`config.mk`:
```
export PLATFORM = sky130hd
export DESIGN_NAME = acs_conv_ctrl
export DESIGN_NICKNAME = d
export VERILOG_FILES = /design/src/core/acs_conv_ctrl.v
export VERILOG_INCLUDE_DIRS = /design/src /design/src/include
export SDC_FILE = /design/constraint.sdc
export NUM_CORES = 1
export LEC_CHECK = 0
export BUFFER_PORTS_ARGS = -buffer_cell sky130_fd_sc_hd__clkbuf_2
export CAP_MARGIN = 5
export CORE_ASPECT_RATIO = 0.5
export CORE_UTILIZATION = 40
export DETAILED_ROUTE_END_ITERATION = 8
export PLACE_DENSITY = 0.68
export SYNTH_ARGS = -nofsm -noshare
export SYNTH_HDL_FRONTEND = slang
export SYNTH_SLANG_ARGS = --single-unit
```
`constraint.sdc`:
```
create_clock -name i_clk_sys -period 2.8 [get_ports i_clk_sys]
set_input_delay 0.14 -clock i_clk_sys [delete_from_list [all_inputs] [get_ports i_clk_sys]]
set_output_delay 0.14 -clock i_clk_sys [all_outputs]
set_load 0.1 [all_outputs]
```
`src/include/acs_map.vh`:
```
// acs_map.vh: offsets, field positions, reset values and timing counts
// assumes inclusion by the single core file of the converter control block
`ifndef ACS_MAP_VH
`define ACS_MAP_VH

// control word fields (bus data bits)
`define ACS_CTL_CONV_BIT 0
`define ACS_CTL_CALSEL_LO 1
`define ACS_CTL_CALSEL_HI 2
`define ACS_CTL_RDSEL_LO 3
`define ACS_CTL_RDSEL_HI 4
`define ACS_CTL_CALSEL_WR 5

// read select codes
`define ACS_RDSEL_RESULT 2'h0
`define ACS_RDSEL_CAL 2'h2
`define ACS_RDSEL_STATUS 2'h3

// calibration select codes
`define ACS_CAL_FULL 2'h0
`define ACS_CAL_GAIN_OFS 2'h1
`define ACS_CAL_OFS 2'h2
`define ACS_CAL_GAIN 2'h3

// register indices inside the calibration array
`define ACS_IDX_GAIN 4'h0
`define ACS_IDX_OFS 4'h1
`define ACS_IDX_DAC0 4'h2
`define ACS_IDX_LAST 4'h9
`define ACS_NUM_CAL 10

// reset contents
`define ACS_OFS_RESET 16'h2000
`define ACS_GAIN_RESET 16'h2000
`define ACS_DAC_RESET 16'h2000
`define ACS_CAL_MASK 16'h3FFF

// timing: master clock half periods in system cycles
`define ACS_CLK_PERIOD_NS 10
`define ACS_MCLK_HALF_NS 120
`define ACS_MCLK_HALF_CYC (`ACS_MCLK_HALF_NS / `ACS_CLK_PERIOD_NS)
// conversion lengths in master clock half periods
`define ACS_CONV_HALVES_FAST 6'h21
`define ACS_CONV_HALVES_SLOW 6'h23
`define ACS_SETUP_NS 10
`define ACS_SETUP_CYC ((`ACS_SETUP_NS + `ACS_CLK_PERIOD_NS - 1) / `ACS_CLK_PERIOD_NS)
// self calibration length in master clock half periods
`define ACS_SELFCAL_HALVES 6'h28

`endif

```
`src/core/acs_conv_ctrl.v`:
```
// acs_conv_ctrl.v: calibration register access and conversion start control
// assumes a parallel host bus with one-cycle rd/wr strobes on i_clk_sys and
// an active-low start pin and a master clock pin, both asynchronous
`timescale 1ns/1ps
`include "acs_map.vh"

module acs_conv_ctrl
(
  input wire i_clk_sys,
  input wire i_srst,
  input wire i_conversion_start_pin_n,
  input wire i_master_clock_input,
  input wire i_byte_mode,
  input wire i_high_byte_enable,
  input wire i_wr,
  input wire i_rd,
  input wire i_ctl_sel,
  input wire [15:0] i_wdata,
  input wire [11:0] i_result,
  input wire i_cal_upd,
  input wire [3:0] i_cal_upd_idx,
  input wire [13:0] i_cal_upd_data,
  output reg [15:0] o_rdata,
  output reg o_busy,
  output reg o_hold,
  output reg o_calibrating,
  output reg o_convert_bit,
  output wire [1:0] o_cal_select,
  output reg [3:0] o_cal_ptr
);

  localparam ST_IDLE = 4'h1;
  localparam ST_WAIT = 4'h2;
  localparam ST_CONV = 4'h4;
  localparam ST_CAL = 4'h8;

  reg [15:0] cal_mem [0:`ACS_NUM_CAL-1];
  reg [1:0] cal_sel;
  reg [1:0] rd_sel;
  reg [3:0] state;
  reg [5:0] half_cnt;
  reg [5:0] half_target;
  reg cst_s1;
  reg cst_s2;
  reg cst_d;
  reg mck_s1;
  reg mck_s2;
  reg mck_d;
  reg [3:0] since_start;
  reg powered_up;
  reg sw_start_pend;
  reg [3:0] next_ptr;
  integer i;

  wire wr_ctl = i_wr & i_ctl_sel;
  wire wr_cal = i_wr & ~i_ctl_sel;
  wire rd_cal = i_rd & ~i_ctl_sel & (rd_sel == `ACS_RDSEL_CAL);
  wire cal_access = wr_cal | rd_cal;
  // full access: word strobe, or high byte in byte mode
  wire full_access = cal_access & (~i_byte_mode | i_high_byte_enable);
  wire pin_rise = cst_s2 & ~cst_d;
  wire mck_fall = ~mck_s2 & mck_d;
  wire mck_rise = mck_s2 & ~mck_d;
  wire conv_done = (half_cnt == half_target);
  wire sw_start = wr_ctl & i_wdata[`ACS_CTL_CONV_BIT];
  wire start_evt = pin_rise | sw_start;
  wire [1:0] sel_now = wr_ctl & i_wdata[`ACS_CTL_CALSEL_WR] ?
    {i_wdata[`ACS_CTL_CALSEL_HI], i_wdata[`ACS_CTL_CALSEL_LO]} : cal_sel;

  assign o_cal_select = cal_sel;

  // first register of a sequence
  function [3:0] seq_first;
    input [1:0] sel;
    begin
      seq_first = (sel == `ACS_CAL_OFS) ? `ACS_IDX_OFS : `ACS_IDX_GAIN;
    end
  endfunction

  // last register of a sequence
  function [3:0] seq_last;
    input [1:0] sel;
    begin
      case (sel)
        `ACS_CAL_FULL: seq_last = `ACS_IDX_LAST;
        `ACS_CAL_GAIN_OFS: seq_last = `ACS_IDX_OFS;
        `ACS_CAL_OFS: seq_last = `ACS_IDX_OFS;
        default: seq_last = `ACS_IDX_GAIN;
      endcase
    end
  endfunction

  // read word of a calibration register, top two bits always zero
  function [15:0] cal_rd_word;
    input [15:0] word;
    input byte_mode;
    input high_byte;
    begin
      if (byte_mode && !high_byte)
        cal_rd_word = {8'h00, word[7:0]};
      else if (byte_mode)
        cal_rd_word = {8'h00, 2'h0, word[13:8]};
      else
        cal_rd_word = word & `ACS_CAL_MASK;
    end
  endfunction

  // status word: busy, select and calibration flags
  function [15:0] status_word;
    input busy;
    input [1:0] sel;
    input cal;
    begin
      status_word = {8'h00, 2'h3, 1'b0, busy, 1'b0, sel, cal};
    end
  endfunction

  // cycles since the start event, gives the setup ahead of the master fall
  always @(posedge i_clk_sys)
  begin
    if (i_srst)
      since_start <= 4'h0;
    else if (state == ST_IDLE && start_evt)
      since_start <= 4'h0;
    else if (since_start != 4'hF)
      since_start <= since_start + 4'h1;
  end

  // pin synchronisers
  always @(posedge i_clk_sys)
  begin
    if (i_srst)
    begin
      cst_s1 <= 1'b1;
      cst_s2 <= 1'b1;
      cst_d <= 1'b1;
      mck_s1 <= 1'b0;
      mck_s2 <= 1'b0;
      mck_d <= 1'b0;
    end
    else
    begin
      cst_s1 <= i_conversion_start_pin_n;
      cst_s2 <= cst_s1;
      cst_d <= cst_s2;
      mck_s1 <= i_master_clock_input;
      mck_s2 <= mck_s1;
      mck_d <= mck_s2;
    end
  end

  // pointer next value
  always @*
  begin
    next_ptr = o_cal_ptr;
    if (wr_ctl)
      next_ptr = seq_first(sel_now);
    else if (full_access)
    begin
      if (o_cal_ptr == seq_last(cal_sel))
        next_ptr = seq_first(cal_sel);
      else if (o_cal_ptr == `ACS_IDX_GAIN && cal_sel == `ACS_CAL_FULL)
        next_ptr = `ACS_IDX_OFS;
      else
        next_ptr = o_cal_ptr + 4'h1;
    end
  end

  // control fields, pointer and calibration registers
  always @(posedge i_clk_sys)
  begin
    if (i_srst)
    begin
      cal_sel <= `ACS_CAL_FULL;
      rd_sel <= `ACS_RDSEL_RESULT;
      o_cal_ptr <= `ACS_IDX_GAIN;
      cal_mem[`ACS_IDX_GAIN] <= `ACS_GAIN_RESET;
      cal_mem[`ACS_IDX_OFS] <= `ACS_OFS_RESET;
      for (i = `ACS_IDX_DAC0; i < `ACS_NUM_CAL; i = i + 1)
        cal_mem[i] <= `ACS_DAC_RESET;
    end
    else
    begin
      if (wr_ctl)
      begin
        rd_sel <= {i_wdata[`ACS_CTL_RDSEL_HI], i_wdata[`ACS_CTL_RDSEL_LO]};
        cal_sel <= sel_now;
      end
      o_cal_ptr <= next_ptr;
      if (o_calibrating && i_cal_upd && i_cal_upd_idx <= `ACS_IDX_LAST)
        cal_mem[i_cal_upd_idx] <= {2'h0, i_cal_upd_data};
      else if (wr_cal && !o_calibrating)
      begin
        // byte mode: low or high byte lane of the addressed register
        if (i_byte_mode && !i_high_byte_enable)
          cal_mem[o_cal_ptr][7:0] <= i_wdata[7:0];
        else if (i_byte_mode)
          cal_mem[o_cal_ptr][15:8] <= {2'h0, i_wdata[5:0]};
        else
          cal_mem[o_cal_ptr] <= i_wdata & `ACS_CAL_MASK;
      end
    end
  end

  // read data
  always @(posedge i_clk_sys)
  begin
    if (i_srst)
      o_rdata <= 16'h0000;
    else if (i_rd)
    begin
      if (rd_cal)
        o_rdata <= cal_rd_word(cal_mem[o_cal_ptr], i_byte_mode, i_high_byte_enable);
      else if (rd_sel == `ACS_RDSEL_STATUS)
        o_rdata <= status_word(o_busy, cal_sel, o_calibrating);
      else
        o_rdata <= {4'h0, i_result};
    end
  end

  // conversion sequencer
  always @(posedge i_clk_sys)
  begin
    if (i_srst)
    begin
      state <= ST_IDLE;
      o_busy <= 1'b0;
      o_hold <= 1'b0;
      o_calibrating <= 1'b0;
      o_convert_bit <= 1'b0;
      powered_up <= 1'b0;
      sw_start_pend <= 1'b0;
      half_cnt <= 6'h00;
      half_target <= 6'h00;
    end
    else
    begin
      case (state)
        ST_IDLE:
        begin
          if (sw_start)
            o_convert_bit <= 1'b1;
          if (start_evt)
          begin
            o_hold <= 1'b1;
            o_busy <= 1'b1;
            sw_start_pend <= sw_start;
            state <= ST_WAIT;
          end
        end
        ST_WAIT:
        begin
          if (mck_fall)
          begin
            half_cnt <= 6'h00;
            // start edge too close to this master edge costs one period
            if (since_start < `ACS_SETUP_CYC)
              half_target <= `ACS_CONV_HALVES_SLOW;
            else
              half_target <= `ACS_CONV_HALVES_FAST;
            if (!powered_up)
            begin
              o_calibrating <= 1'b1;
              half_target <= `ACS_SELFCAL_HALVES;
              state <= ST_CAL;
            end
            else
              state <= ST_CONV;
          end
        end
        ST_CONV, ST_CAL:
        begin
          // both master edges count, one half period each
          if (mck_fall || mck_rise)
            half_cnt <= half_cnt + 6'h01;
          if (conv_done)
          begin
            o_busy <= 1'b0;
            o_hold <= 1'b0;
            o_convert_bit <= 1'b0;
            o_calibrating <= 1'b0;
            powered_up <= 1'b1;
            sw_start_pend <= 1'b0;
            state <= ST_IDLE;
          end
        end
        default:
          state <= ST_IDLE;
      endcase
    end
  end

endmodule // acs_conv_ctrl

```
==> impl_metrics.ini <==
[status]
status = finished clean

[worst_setup_path]
cp_max_fo = 13
worst_setup_path_start_kind = flop
r2r_cells = 6
r2r-start = o_calibrating
cp-startpoint = o_calibrating
arrival_ps = 2950
r2r_slack_ps = 140
path_class = flop to flop
r2r_end = cal_mem[5][7]
required_ps = 3090
worst_setup_path_end_kind = flop
critPathCapture = cal_mem[5][7]

[clock_network]
clock_path_buffers = 3
post_cts_buffers = 0
clk_pin_slew_ps = 60
clk_latency_ps = 560
clock-sinks = 278
tritoncts = yes
h-tree-depth = 1
cts_buffers = 26
cts_root_buf = clkbuf_16

[routing]
viasPerCell = 5.604
antenna_left = 0
wire_per_inst_um = 21.75
num_vias = 8484
route.detailed.drc = 0
dr.first_iter.drc_count = 827
wl_um = 32930
dr.pass1.iters = 7

[cells_and_area]
drive_gt1_frac = 0.2200
syn_to_final_growth_pct = 15.51
n_fill_cell = 2676
nets = 1133
diodes = 0
final_common_cell = edfxtp_1
final_cell_mix = edfxtp_1 (224), nor2_1 (175), clkbuf_2 (77)
final_cells = 1514

[floorplan]
start_util = 0.4102
die_height_um = 127.2
io-pin-count = 82
rows = 45
die-area_sq_mm = 0.03211
core_area_sq_mm = 0.03057
fp.dieW_um = 252.4

[global_routing]
grt_pass1_vias = 8363
antenna_found_initial = 0
grt_max_degree = 63
grt_first_pass_wirelength_um = 49680
groute.usage.overall = 0.2056
grt_overflow = 0

[yosys]
yosys_warnings = 0
synth.avg_cell_area_sq_um = 13.05
ys_types = 76
syn_area_sq_mm = 0.01254
synth_seq_cells = 278
synthArstFlopShare = 0
synth_ff_type = edfxtp_1
synth_cells = 961
synth_enable_flop_cells = 224
seq_area_frac_synth = 0.6225

[place]
place_inst = 1451
placement.io_buffers = 77
hpwl_um = 23230
place.gp.congestion = 0.9900

[sta]
tns_ps = 0
slew_headroom = 0.4225
hold_violations = 0
rsz0062_at_grt = no
post-route-period-util = 0.9504
setup_viol = 0
fin_skew_ps = 28.64
finalCriticalPeriod_ps = 2661
tightest_slew_ps = 866.3
slew_viol_final = 0
max_freq_ghz = 0.3758

[job]
cap_violations = 0

[pwr]
powerDensity_mw_per_mm2 = 607.0
power.static_leakage_nw = 5.026
vdd_drop_max_uv = 426.1

[worst_hold_path]
hp-class = input pin to flop
per-layer routing:
layer	wire length (um)	vias to the layer above	share of wire	global-route usage
met5	0	-	0	0
met4	913	0	0.028	0.05847
met3	2159	70	0.066	0.03301
met2	16160	375	0.49	0.3434
met1	13690	4216	0.42	0.2791
li1	-	3823	-	-
power breakdown:
group	leakage, nW	internal [W]	switching [W]
clock	0.384	0.00181	0.00155
sequential	2.70	0.00455	0.0000592
combinational	1.95	0.000284	0.000538
total	5.03	0.00665	0.00214
synthesized netlist by cell type, types with 8 or more instances:
| master | instances | area [sq um] |
|---|---|---|
| dfxtp_1 | 54 | 1081 |
| a22oi_1 | 17 | 127.6 |
| a221oi_1 | 15 | 131.4 |
| a21oi_1 | 26 | 130.1 |
| inv_1 | 29 | 108.9 |
| nor2b_1 | 11 | 68.82 |
| buf_2 | 16 | 80.08 |
| edfxtp_1 | 224 | 6726 |
| and2_1 | 10 | 62.56 |
| clkbuf_1 | 19 | 71.32 |
| buf_4 | 8 | 60.06 |
| nand2_1 | 67 | 251.5 |
| o21ai_0 | 14 | 70.07 |
| nor3_1 | 17 | 85.08 |
| nand2b_1 | 19 | 118.9 |
| nand3_1 | 12 | 60.06 |
| mux4_2 | 44 | 991.0 |
| nor2_1 | 175 | 656.9 |
| mux2i_1 | 36 | 360.4 |
timing repair:
item                                   CTS  global route
gates resized for setup                  0             0
endpoints found under the hold margin   10             1
hold buffers                            14             1
worst min path at each step:
stage | start | to | slack, ps | cells after the start
CTS | i_result[11] | o_rdata[11] | 0.5 | 3
finish | i_wdata[0] | o_convert_bit | 40 | 3
global route | i_result[1] | o_rdata[1] | 50 | 3
floorplan | i_conversion_start_pin_n | cst_s1 | 240 | 1
detailed placement | i_conversion_start_pin_n | cst_s1 | 340 | 2
global placement | i_conversion_start_pin_n | cst_s1 | 350 | 2
cell families (layout without fill, tap and decap cells):
group	count (synthesis)	in the layout	share of synthesized area
and+or+nand+nor	357	357	0.1356
DFF	278	278	0.6225
AOI/OAI and AO/OA	141	141	0.08619
muxes	87	87	0.1140
buffers and inverters	81	210	0.02843
xor gates and xnor gates	10	10	0.006983
adders and majority gates	6	6	0.005985
other	1	2	0.0002990
flip-flops by register name, indices dropped and copies added, names as in the netlist, named ones only:
register,count
cst_d,1
since_start,4
o_rdata,14
half_target,4
o_cal_select,2
state,4
mck_s2,1
rd_sel,2
o_convert_bit,1
o_hold,1
half_cnt,6
powered_up,1
cst_s1,1
cal_mem,224
mck_d,1
mck_s1,1
o_calibrating,1
o_cal_ptr,4
cst_s2,1
layout make-up:
class / instances / area (sq um) / share of cell area
inverters: 30 / 112.6 / 0.007773
flip-flops and latches: 278 / 7811 / 0.5392
multi-input cells: 603 / 4382 / 0.3024
clock inverters: 16 / 118.9 / 0.008205
clock buffers: 32 / 673.1 / 0.04646
well taps: 423 / 529.3 / 0.03653
repair buffers: 132 / 860.8 / 0.05942
through the flow:
step	hold WS [ps]	setup WS (ps)	total power (W)	area [sq um]	util
CTS	0.4528	177.8	0.008827	14480	0.4735
global placement	346.0	283.6	0.005486	13550	0.4431
global route	47.58	71.69	0.009031	14490	0.4739
floorplan	243.8	133.0	0.005241	12550	-
finish	36.89	139.0	0.008794	14490	0.4739
detailed placement	342.2	173.0	0.005504	13550	0.4431
critical path, stage by stage (launching register included):
cell     delay, ps
dfxtp_2        370
and3b_1        250
and2_1         380
a22oi_1        770
inv_1          330
nand2_1        250
nor2_1          70
Note: power is estimated with default switching activity, not from simulation.
